## config.mk

```make
export PLATFORM = sky130hd
export DESIGN_NAME = atc_trigger_control
export DESIGN_NICKNAME = d
export VERILOG_FILES = /design/src/rtl/atc_pkg.sv /design/src/rtl/atc_analog_detect.sv /design/src/rtl/atc_delay_counter.sv /design/src/rtl/atc_trigger_control.sv
export SDC_FILE = /design/constraint.sdc
export NUM_CORES = 1
export LEC_CHECK = 0
export ABC_AREA = 0
export BUFFER_PORTS_ARGS = -buffer_cell sky130_fd_sc_hd__buf_2
export CAP_MARGIN = 10
export CORE_ASPECT_RATIO = 1.5
export CORE_MARGIN = 2
export CORE_UTILIZATION = 53
export DETAILED_ROUTE_END_ITERATION = 10
export GPL_TIMING_DRIVEN = 0
export MAX_ROUTING_LAYER = met4
export PLACE_DENSITY = 0.91
export REMOVE_ABC_BUFFERS = 1
export SLEW_MARGIN = 15
export SYNTH_ARGS = -nofsm -noshare
export SYNTH_HDL_FRONTEND = slang
export SYNTH_SLANG_ARGS = --single-unit
export TNS_END_PERCENT = 30
```

## constraint.sdc

```tcl
create_clock -name ref_clk -period 11.95 [get_ports ref_clk]
set_input_delay 1.7925 -clock ref_clk [delete_from_list [all_inputs] [get_ports ref_clk]]
set_output_delay 1.7925 -clock ref_clk [all_outputs]
set_load 0.03 [all_outputs]
```

## src/rtl/atc_pkg.sv

```systemverilog
// Package of constants and types for the acquisition trigger controller
package atc_pkg;

  // ----------------------------------------
  // Widths
  // ----------------------------------------
  localparam int SAMPLE_W = 16;            // Digitized sample width
  localparam int COUNT_W = 24;             // Sample count width
  localparam int DELAY_W = 31;             // Delay down-counter width

  // ----------------------------------------
  // Timing
  // ----------------------------------------
  localparam int INT_TIMEBASE_MHZ = 48;    // Internal timebase rate
  localparam int EXT_TIMEBASE_MIN_MHZ = 1; // Slowest external timebase
  localparam int REF_CLK_MHZ = 125;        // Fabric clock rate

  // ----------------------------------------
  // Reset values
  // ----------------------------------------
  localparam logic [DELAY_W-1:0] DELAY_RESET = 31'h00000000;
  localparam logic [COUNT_W-1:0] COUNT_RESET = 24'h000000;

  // Trigger source
  typedef enum logic [1:0] {
    ATC_SRC_NONE = 2'h0,
    ATC_SRC_DIGITAL = 2'h1,
    ATC_SRC_ANALOG = 2'h2,
    ATC_SRC_STAR = 2'h3
  } atc_src_t;

  // Trigger type
  typedef enum logic [1:0] {
    ATC_TYPE_POST = 2'h0,
    ATC_TYPE_PRE = 2'h1,
    ATC_TYPE_MID = 2'h2,
    ATC_TYPE_DELAY = 2'h3
  } atc_type_t;

  // Analog condition
  typedef enum logic [1:0] {
    ATC_COND_ABOVE = 2'h0,
    ATC_COND_BELOW = 2'h1,
    ATC_COND_WINDOW = 2'h2
  } atc_cond_t;

  // Analog input selector
  localparam logic [2:0] ASEL_EXT = 3'h0;   // External analog trigger pin
  localparam logic [2:0] ASEL_CH1 = 3'h1;   // First channel; channels 1..4 follow

  // Sequencer state
  typedef enum logic [2:0] {
    ATC_ST_IDLE = 3'h0,
    ATC_ST_ARMED = 3'h1,
    ATC_ST_PRE = 3'h2,
    ATC_ST_DELAY = 3'h3,
    ATC_ST_POST = 3'h4,
    ATC_ST_DONE = 3'h5
  } atc_state_t;

endpackage

```

## src/rtl/atc_analog_detect.sv

```systemverilog
// Shared analog threshold detector for input and output conversion
`timescale 1ns/1ns
module atc_analog_detect (
  input wire logic ref_clk,
  input wire logic rstn,
  input wire logic arm,
  input wire logic [2:0] analogSelect,
  input wire logic [1:0] analogCondition,
  input wire logic signed [15:0] highThreshold,
  input wire logic signed [15:0] lowThreshold,
  input wire logic signed [15:0] externalAnalogTriggerPin,
  input wire logic signed [15:0] analogChannelOne,
  input wire logic signed [15:0] analogChannelTwo,
  input wire logic signed [15:0] analogChannelThree,
  input wire logic signed [15:0] analogChannelFour,
  input wire logic [4:0] sampleValid,
  output logic hit
);

  // ----------------------------------------
  // State
  // ----------------------------------------
  typedef struct packed {
    logic hit;    // One-cycle trigger pulse
    logic fired;  // Already fired since arm
  } atc_ad_t;

  atc_ad_t cur;
  atc_ad_t nxt;
  logic signed [15:0] level; // Selected sample
  logic fresh;               // New sample on selected source
  logic meet;                // Condition satisfied

  // Source mux and condition test
  always_comb begin
    level = externalAnalogTriggerPin;
    fresh = 1'b0;
    meet = 1'b0;
    case (analogSelect)
      3'h0: begin
        level = externalAnalogTriggerPin;
        fresh = sampleValid[0];
      end
      3'h1: begin
        level = analogChannelOne;
        fresh = sampleValid[1];
      end
      3'h2: begin
        level = analogChannelTwo;
        fresh = sampleValid[2];
      end
      3'h3: begin
        level = analogChannelThree;
        fresh = sampleValid[3];
      end
      3'h4: begin
        level = analogChannelFour;
        fresh = sampleValid[4];
      end
      default: begin
        fresh = 1'b0;
      end
    endcase
    case (atc_pkg::atc_cond_t'(analogCondition))
      atc_pkg::ATC_COND_ABOVE: meet = level > highThreshold;
      atc_pkg::ATC_COND_BELOW: meet = level < lowThreshold;
      // inside window; high above low assumed
      atc_pkg::ATC_COND_WINDOW: meet = (level > lowThreshold) && (level < highThreshold);
      default: meet = 1'b0;
    endcase
  end

  // Next-state: fire once per arm
  always_comb begin
    nxt = cur;
    nxt.hit = 1'b0;
    if (arm) begin
      nxt.fired = 1'b0;
    end else if (fresh && meet && !cur.fired) begin
      nxt.hit = 1'b1;
      nxt.fired = 1'b1;
    end
  end

  // Register
  always_ff @(posedge ref_clk) begin
    if (!rstn) begin
      cur <= '0;
    end else begin
      cur <= nxt;
    end
  end

  assign hit = cur.hit;
endmodule

```

## src/rtl/atc_delay_counter.sv

```systemverilog
// Loadable 31-bit delay down-counter run by timebase ticks
`timescale 1ns/1ns
module atc_delay_counter (
  input wire logic ref_clk,
  input wire logic rstn,
  input wire logic load,
  input wire logic [30:0] preset,
  input wire logic tick,
  output logic [30:0] count,
  output logic expired
);

  // ----------------------------------------
  // State
  // ----------------------------------------
  typedef struct packed {
    logic [30:0] count; // Remaining ticks
    logic running;      // Counting in progress
    logic expired;      // One-cycle end pulse
  } atc_dc_t;

  atc_dc_t cur;
  atc_dc_t nxt;

  // Next-state
  always_comb begin
    nxt = cur;
    nxt.expired = 1'b0;
    if (load) begin
      nxt.count = preset;
      nxt.running = 1'b1;
    end else if (cur.running) begin
      if (cur.count == atc_pkg::DELAY_RESET) begin
        nxt.running = 1'b0;
        nxt.expired = 1'b1;
      end else if (tick) begin
        nxt.count = cur.count - 31'h00000001;
      end
    end
  end

  // Register
  always_ff @(posedge ref_clk) begin
    if (!rstn) begin
      cur <= '0;
    end else begin
      cur <= nxt;
    end
  end

  assign count = cur.count;
  assign expired = cur.expired;
endmodule

```

## src/rtl/atc_trigger_control.sv

```systemverilog
// Acquisition trigger controller top: source, type and sample sequencing
//
// Operation
// - Four sources: none, digital, analog, star
// - One analog detector serves input and output
// - Star source taken from chassis trigger line
// - Analog from pin or channel; digital two pins
// - Types pre, post, middle, delay selectable
// - Pre: convert from start until trigger
// - Middle: half samples before, the rest after
// - Post default; count samples after trigger
// - Delay: load 31-bit counter, count timebase
// - Counter halts at zero, acquisition starts
// - Delay range scales with timebase rate
// - Digital positive rising, negative falling edge
// - Above high fires over high threshold
// - Below low fires under low threshold
// - Window fires between both thresholds
// - Continuous mode refuses pre and middle
`timescale 1ns/1ns
module atc_trigger_control (
  input wire logic ref_clk,
  input wire logic rstn,
  input wire logic start,
  input wire logic abort,
  input wire logic continuousMode,
  input wire logic [1:0] triggerSource,
  input wire logic [1:0] triggerType,
  input wire logic digitalSelectOutputSide,
  input wire logic digitalNegative,
  input wire logic [2:0] analogSelect,
  input wire logic [1:0] analogCondition,
  input wire logic signed [15:0] highThreshold,
  input wire logic signed [15:0] lowThreshold,
  input wire logic [23:0] samplePoints,
  input wire logic [30:0] delayPreset,
  input wire logic timebaseTick,
  input wire logic inputSideDigitalTriggerPin,
  input wire logic outputSideDigitalTriggerPin,
  input wire logic starTrigger,
  input wire logic signed [15:0] externalAnalogTriggerPin,
  input wire logic signed [15:0] analogChannelOne,
  input wire logic signed [15:0] analogChannelTwo,
  input wire logic signed [15:0] analogChannelThree,
  input wire logic signed [15:0] analogChannelFour,
  input wire logic [4:0] sampleValid,
  input wire logic sampleTaken,
  output logic convertEnable,
  output logic triggered,
  output logic busy,
  output logic done,
  output logic configError,
  output logic [30:0] delayRemaining
);

  // ----------------------------------------
  // State
  // ----------------------------------------
  typedef struct packed {
    atc_pkg::atc_state_t state; // Sequencer state
    logic [23:0] remain;        // Samples still to take
    logic digPrev;              // Previous digital pin level
    logic starPrev;             // Previous star line level
    logic arm;                  // Re-arm pulse to analog detector
    logic loadDelay;            // Load pulse to delay counter
    logic convertEnable;        // Conversion gate
    logic triggered;            // Trigger event pulse
    logic done;                 // Acquisition finished pulse
    logic configError;          // Refused configuration
    logic busy;                 // Sequencer not idle
    logic [30:0] delayRemaining; // Mirrored counter value
  } atc_top_t;

  atc_top_t cur;
  atc_top_t next_cur;
  logic analogHit;   // From shared analog detector
  logic delayDone;   // From delay counter
  logic [30:0] delayCount; // Counter value
  logic digLevel;    // Selected digital pin
  logic digEdge;     // Qualified digital edge
  logic event_;      // Trigger event from chosen source
  logic [23:0] half; // Half of sample points

  // ----------------------------------------
  // Shared analog detector and delay counter
  // ----------------------------------------
  // one detector for both conversions
  atc_analog_detect u_analog (
    .ref_clk(ref_clk),
    .rstn(rstn),
    .arm(cur.arm),
    .analogSelect(analogSelect),
    .analogCondition(analogCondition),
    .highThreshold(highThreshold),
    .lowThreshold(lowThreshold),
    .externalAnalogTriggerPin(externalAnalogTriggerPin),
    .analogChannelOne(analogChannelOne),
    .analogChannelTwo(analogChannelTwo),
    .analogChannelThree(analogChannelThree),
    .analogChannelFour(analogChannelFour),
    .sampleValid(sampleValid),
    .hit(analogHit)
  );

  // delay counts timebase ticks, any rate
  atc_delay_counter u_delay (
    .ref_clk(ref_clk),
    .rstn(rstn),
    .load(cur.loadDelay),
    .preset(delayPreset),
    .tick(timebaseTick),
    .count(delayCount),
    .expired(delayDone)
  );

  // Edge detect on selected digital pin
  function automatic logic atc_edge(input logic prev, input logic now, input logic neg);
    atc_edge = neg ? (prev && !now) : (!prev && now);
  endfunction

  // Event selection
  always_comb begin
    digLevel = digitalSelectOutputSide ? outputSideDigitalTriggerPin : inputSideDigitalTriggerPin;
    digEdge = atc_edge(cur.digPrev, digLevel, digitalNegative);
    half = {1'b0, samplePoints[23:1]};
    case (atc_pkg::atc_src_t'(triggerSource))
      atc_pkg::ATC_SRC_NONE: event_ = 1'b1;
      atc_pkg::ATC_SRC_DIGITAL: event_ = digEdge;
      atc_pkg::ATC_SRC_ANALOG: event_ = analogHit;
      atc_pkg::ATC_SRC_STAR: event_ = atc_edge(cur.starPrev, starTrigger, 1'b0);
      default: event_ = 1'b0;
    endcase
  end

  // Sequencer next-state
  always_comb begin
    next_cur = cur;
    next_cur.digPrev = digLevel;
    next_cur.starPrev = starTrigger;
    next_cur.arm = 1'b0;
    next_cur.loadDelay = 1'b0;
    next_cur.triggered = 1'b0;
    next_cur.done = 1'b0;
    next_cur.delayRemaining = delayCount;
    case (cur.state)
      atc_pkg::ATC_ST_IDLE: begin
        if (start) begin
          // refuse pre and middle in continuous
          if (continuousMode && (triggerType == 2'h1 || triggerType == 2'h2)) begin
            next_cur.configError = 1'b1;
          end else begin
            next_cur.configError = 1'b0;
            next_cur.arm = 1'b1;
            next_cur.remain = samplePoints;
            case (atc_pkg::atc_type_t'(triggerType))
              atc_pkg::ATC_TYPE_PRE: begin
                next_cur.state = atc_pkg::ATC_ST_PRE;
                next_cur.convertEnable = 1'b1;
              end
              atc_pkg::ATC_TYPE_MID: begin
                next_cur.state = atc_pkg::ATC_ST_PRE;
                next_cur.convertEnable = 1'b1;
                next_cur.remain = half;
              end
              default: next_cur.state = atc_pkg::ATC_ST_ARMED;
            endcase
          end
        end
      end
      atc_pkg::ATC_ST_PRE: begin
        // Pre-trigger history; count down the first half for middle
        if (sampleTaken && cur.remain != atc_pkg::COUNT_RESET) begin
          next_cur.remain = cur.remain - 24'h000001;
        end
        if (event_ && !cur.arm) begin
          next_cur.triggered = 1'b1;
          if (triggerType == 2'h2) begin
            next_cur.remain = samplePoints - half;
            next_cur.state = atc_pkg::ATC_ST_POST;
          end else begin
            next_cur.convertEnable = 1'b0;
            next_cur.done = 1'b1;
            next_cur.state = atc_pkg::ATC_ST_DONE;
          end
        end
      end
      atc_pkg::ATC_ST_ARMED: begin
        if (event_ && !cur.arm) begin
          next_cur.triggered = 1'b1;
          if (triggerType == 2'h3) begin
            next_cur.loadDelay = 1'b1;
            next_cur.state = atc_pkg::ATC_ST_DELAY;
          end else begin
            next_cur.convertEnable = 1'b1;
            next_cur.state = atc_pkg::ATC_ST_POST;
          end
        end
      end
      atc_pkg::ATC_ST_DELAY: begin
        if (delayDone) begin
          next_cur.convertEnable = 1'b1;
          next_cur.state = atc_pkg::ATC_ST_POST;
        end
      end
      atc_pkg::ATC_ST_POST: begin
        if (sampleTaken && !continuousMode) begin
          next_cur.remain = cur.remain - 24'h000001;
          if (cur.remain <= 24'h000001) begin
            next_cur.convertEnable = 1'b0;
            next_cur.done = 1'b1;
            next_cur.state = atc_pkg::ATC_ST_DONE;
          end
        end
      end
      atc_pkg::ATC_ST_DONE: begin
        next_cur.state = atc_pkg::ATC_ST_IDLE;
      end
      default: next_cur.state = atc_pkg::ATC_ST_IDLE;
    endcase
    if (abort) begin
      next_cur.state = atc_pkg::ATC_ST_IDLE;
      next_cur.convertEnable = 1'b0;
    end
    // Busy flag registered from the state being entered
    next_cur.busy = (next_cur.state != atc_pkg::ATC_ST_IDLE);
  end

  // Register; reset leaves post type decided by software input
  always_ff @(posedge ref_clk) begin
    if (!rstn) begin
      cur <= '0;
    end else begin
      cur <= next_cur;
    end
  end

  // ----------------------------------------
  // Outputs
  // ----------------------------------------
  assign convertEnable = cur.convertEnable;
  assign triggered = cur.triggered;
  assign busy = cur.busy;
  assign done = cur.done;
  assign configError = cur.configError;
  assign delayRemaining = cur.delayRemaining;
endmodule
```

### Word-level counts from Yosys, hierarchy flattened

Cells that the tools add are included.

* add/sub/neg operators: 3
* eq/ne operators: 27
* multiplexer cells: 47
* reductions and logical operators: 38
* bitwise gates (word level): 2
* order comparisons: 5

Operators with widths (number)
* two-way mux 27 bit: 4
* two-way mux 24 bit: 3
* case mux 24 bit (3 select lines): 1
* case mux 16 bit (4 select lines): 1
* two-way mux 31 bit: 2
* two-way mux 33 bit: 1
* > comparator 16 bit: 2
* less-than comparator 16 bit: 2
* two-way mux 32 bit: 1
* logical NOT 31 bit: 1
* subtractor 31 x 1 -> 31 bit (second input constant): 1
* <= comparator 24 x 1 -> 1 bit (second input constant): 1
* nonzero test 24 bit: 1
* subtractor 24 x 1 -> 24 bit (second input constant): 1
* subtractor 24 x 23 -> 24 bit: 1
* inequality test 2 bit (second input constant): 10
* two-way mux 3 bit: 6
* two-way mux 1 bit: 17
* case mux 3 bit (5 select lines): 1
* == test 3 x 2 -> 1 bit (second input constant): 4
* AND reduction 11 bit: 1
* == test 2 bit (second input constant): 5
* logical AND 1 bit: 10
* case mux 1 bit (5 select lines): 2
* other kinds (21): 43

* output and inout bits: 36
* flip-flop bits (word level): 102
* input port bits: 193

### Logic depth before layout (Yosys ltp)

* depth in word-level cells: 10
* gate-level depth with buffers: 15

### Modules after synthesis

From an unflattened synthesis, not the netlist that was laid out.

* cell total of the unflattened synthesis: 1205
* area total of the unflattened synthesis: 9310.2 sq um

Modules (own cells, without submodules)
* atc_trigger_control: area an instance 5114.9 sq um, instances 1, seq. area each 1341.3 sq um, cells an instance 652
* atc_delay_counter: area an instance 2413.6 sq um, instances 1, seq. area each 660.6 sq um, cells an instance 318
* atc_analog_detect: area an instance 1781.7 sq um, instances 1, seq. area each 40.0 sq um, cells an instance 235

### Worst setup path before layout

No wires, ideal clock.

* path kind: input -> register
* start: input port analogSelect[1]
* end: register u_analog.cur[0] (netlist bit)
* arrival: 4956 ps
* stages: 15
* library setup time: 106 ps
* buffers on the path: 2
* slack: 6888 ps
* cells stage by stage: clkbuf_1 buf_1 mux4_2 nor2_1 a21oi_1 ha_1 nor2b_1 o211ai_1 a21oi_1 a2111oi_0 o21bai_1 mux2i_1 nor3_1 a21oi_1 o311ai_0

* word-level cells in the longest chain between the ends: 7
* elaborated cells between the ends (all ways): 15

Ends and longest elaborated chain
* start, declared: RTL line atc_trigger_control.sv:31 `input wire logic [2:0] analogSelect,`
* == test 3 bit, or another cell as far along: RTL line atc_analog_detect.sv:39 `case (analogSelect)`
* case mux 16 bit (4 select lines): RTL line atc_analog_detect.sv:39
* > comparator 16 bit or less-than comparator 16 bit (tied branches): RTL line atc_analog_detect.sv:68 `atc_pkg::ATC_COND_WINDOW: meet = (level > lowThreshold) && (level < highThreshold);`
* logical AND 1 bit: RTL line atc_analog_detect.sv:68
* case mux 1 bit (3 select lines): RTL line atc_analog_detect.sv:64 `case (atc_pkg::atc_cond_t'(analogCondition))`
* logical AND 1 bit (*) (2 in a row): RTL line atc_analog_detect.sv:79 `end else if (fresh && meet && !cur.fired) begin`
* end signal, assigned: RTL line atc_analog_detect.sv:90 `cur <= nxt;`
* end, declared: RTL line atc_analog_detect.sv:28 `atc_ad_t cur;`

Mark *: on every way between the ends. The rest lies on a longest branch, timed or not.
A chain may end at the register's enable or synchronous reset.

### Final worst setup path

Ends and elaborated chain as after synthesis.

==> results by group <==
Outcome
  • Status: completed

Placed design
  • Buffers on Ports: 228
  • GPL Wtd Cong: 0.959
  • Setup Slack @ Placement: 6.60 ns
  • Hpwl dp: 19600 um
  • Post-place instance area: 9580 um^2

GRT
  • Total track usage: 30.1%
  • First-pass GRT wire length: 41200 um
  • Number of global-route vias before repair: 8900
  • Gr ovfl total: 0
  • Largest net degree at the start of global routing: 61
  • Antenna violations before repair: 2

Finish
  • Area delta synth->final: 15.1%
  • Post-Route Utilization: 61.5%
  • Fin area: 9870 um^2
  • Share of layout cells above drive strength 1: 22.6%
  • Layout filler cell count: 1473
  • Nets: 1523

Worst hold path
  • Hold WC Path Type: reg2reg
  • Hold path start: u_delay.count[13]

Power and ir drop
  • Internal power: 0.000617 W
  • Pleak: 4.46 nW
  • Clock power share: 30.4%
  • Switch share: 34.1%
  • Power, Total: 0.000936 W
  • P per Cell Area: 94.9 nW/um^2
  • Peak supply drop: 0.0667 mV
  • Seq pwr share: 38.8%
  • P_sw: 0.000319 W
  • Combinational Power Share: 30.9%

Clock tree
  • Post CTS Setup Buffer Count: 0
  • Post-CTS sizing: 0
  • Worst-Skew Late Latency: 0.35 ns
  • Clk slew on worst S/H paths: 0.07 ns
  • CTS Buffer Depth: 2
  • Root Buffer: clkbuf_16
  • Num CTS Buffers: 9
  • Clk sinks: 102
  • # hold bufs at CTS: 0
  • CTS tree: built
  • H-tree levels: 3

Synthesis
  • Syn_area_per_cell: 7.75 um^2
  • Predominant post-synthesis flop cell: dfxtp_1
  • Distinct cell type count after synthesis: 81
  • Dominant cell type by area after synthesis: dfxtp_1
  • Asr flop ratio synth: 0%
  • Cell Area, Synth: 8580 um^2
  • Ys Warns: 0
  • Post-synth EDFFs: 0
  • Seq/Total Area, Yosys: 23.8%
  • Area contributors post-synth: dfxtp_1 (24%), ha_1 (8.9%), o21ai_0 (5.2%)
  • Synthesized flop and latch total: 102
  • Synth Instances: 1107
  • Yosys top cell area share: 23.8%

Route
  • Iter 0 DRT Violations: 647
  • Vias per Instance: 6.09
  • Final ANT Viol Nets: 0
  • Total number of vias: 9013
  • DRT Wirelength: 25400 um
  • Drt first pass iters: 7
  • Avg WL per Cell: 17.1 um
  • DRC errors left: 0

Timing
  • Pins Over Slew Limit: 0
  • Slew margin rel.: 20.5%
  • Worst slew pin tran: 1.19 ns
  • Count of final setup violators: 0
  • Final WS setup: 6.92 ns
  • Fin crit share: 42.1%
  • Final Hold Vio Count: 0
  • Skew final: 0.00576 ns
  • Max Freq: 199 MHz
  • Unrepaired setup endpoints after global routing: false
  • TNS Setup: 0 ns
  • Post-route minimum period: 5.03 ns

Floorplanning
  • Io pins: 229
  • Die area: 17200 um^2
  • Starting Density: 53.4%
  • Core Region: 16000 um^2
  • Die H: 160 um
  • Core Rows: 57
  • Die Wd: 108 um

Worst setup path
  • Setup Crit Path Kind: in2reg
  • Worst EP required: 12.18 ns
  • Startpoint Class: input pin
  • Max FO, Critical Path: 26
  • Worst reg2reg path startpoint: cur[42]
  • CP Launch Point: analogSelect[1]
  • CP Data Arrival Time: 5.26 ns
  • Crit. End Element: flop

Job
  • Max-cap viol count: 0
[cell families (layout without fill, tap and decap cells)]
group	after synthesis	in the layout	synth area share (%)
adder cells (fa/ha/maj)	62	62	9.13
flip-flops	102	102	23.8
XOR/XNOR	39	39	3.98
other	0	2	0
AND/OR/NAND/NOR	371	371	22.1
AO/OA/AOI/OAI	324	324	24.4
multiplexers	55	55	8.21
buffers and inverters	154	319	8.37
[metal layers]
layer	track usage, %	vias to the layer above	routed length (um)
li1	-	4359	-
met1	33.5	4186	9960
met2	51.5	391	12900
met3	4.41	77	1540
met4	15.1	0	976
met5	-	-	0
[area by class of cell]
type	count	area, um^2	area share (%)
Antenna cell	2	5.00	0.0507
Clock buffer	9	225	2.28
Clock inverter	6	55.1	0.558
Inverter	74	279	2.83
Multi-Input combinational cell	851	5830	59.1
Sequential cell	102	2040	20.7
Tap cell	206	258	2.61
Timing Repair Buffer	230	1170	11.9
[cell usage after synthesis, drive strengths merged (13+ instances only)]
cell and count:
xor2 18, a31oi 13, nor3 31, clkbuf 40, xnor2 21, nor4 15
or3 13, and2 36, inv 73, o211ai 20, a21oi 76, nand2b 17
a221oi 13, nor2 109, mux2i 40, nand3 29, a21o 13, ha 61
buf 40, dfxtp 102, nand2 73, o21ai 95
[cells in the final DEF (no fill, tap or decap), types with 7 or more instances in the layout]
cell / count
buf_2: 228
nor2_1: 103
dfxtp_1: 102
o21ai_0: 89
a21oi_1: 75
inv_1: 73
nand2_1: 72
ha_1: 60
mux2i_1: 40
and2_1: 35
nor3_1: 30
nand3_1: 27
xnor2_1: 21
o211ai_1: 20
xor2_1: 18
nand2b_1: 17
or3_1: 13
nor4_1: 13
a21o_1: 13
a31oi_1: 13
mux4_2: 12
o22ai_1: 12
a221oi_1: 12
a211oi_1: 11
nor2b_1: 10
clkbuf_16: 9
o311ai_0: 7
o31ai_1: 7
[worst paths after layout]
kind	slack, ns	cells past startpoint	endpoint
worst max-delay path	6.92	13	u_analog.cur[0]
worst min-delay path	0.49	1	delayRemaining[13]
worst min register to register	0.49	1	delayRemaining[13]
worst max register to register	8.90	8	cur[61]
[sequential cells by signal, indices dropped and copies added, names as in the netlist]
| register | flops |
|---|---|
| u_analog.cur | 1 |
| busy | 1 |
| done | 1 |
| u_delay.expired | 1 |
| u_delay.count | 31 |
| triggered | 1 |
| u_delay.cur | 1 |
| cur | 31 |
| configError | 1 |
| convertEnable | 1 |
| delayRemaining | 31 |
| u_analog.hit | 1 |
[power by group through the flow]
stage	Combinational, W	Sequential, W	Clock (W)
floorplan	0.000188	0.000369	0
global placement	0.000274	0.000370	0
detailed placement	0.000283	0.000370	0
CTS	0.000285	0.000362	0.000286
global route	0.000322	0.000365	0.000298
finish	0.000289	0.000363	0.000284
[per-stage QoR]
| stage | std cells | hold slack (ns) |
|---|---|---|
| floorplan | 1027 | 0.445 |
| detailed placement | 1463 | 0.476 |
| finish | 1480 | 0.494 |
| global placement | 1461 | 0.461 |
| global route | 1480 | 0.511 |
| CTS | 1478 | 0.493 |
[worst max-delay path, cell delays in order]
cell       delay, ns
buf_2           0.31
or2_2           0.39
o311ai_0        0.73
ha_1            0.28
nor2b_1         0.04
o211ai_1        0.15
a21oi_1         0.09
a2111oi_0       0.57
o21bai_1        0.15
mux2i_1         0.17
nor3_1          0.20
a21oi_1         0.08
o311ai_0        0.31
No activity file was read; power rests on OpenSTA's default activity.
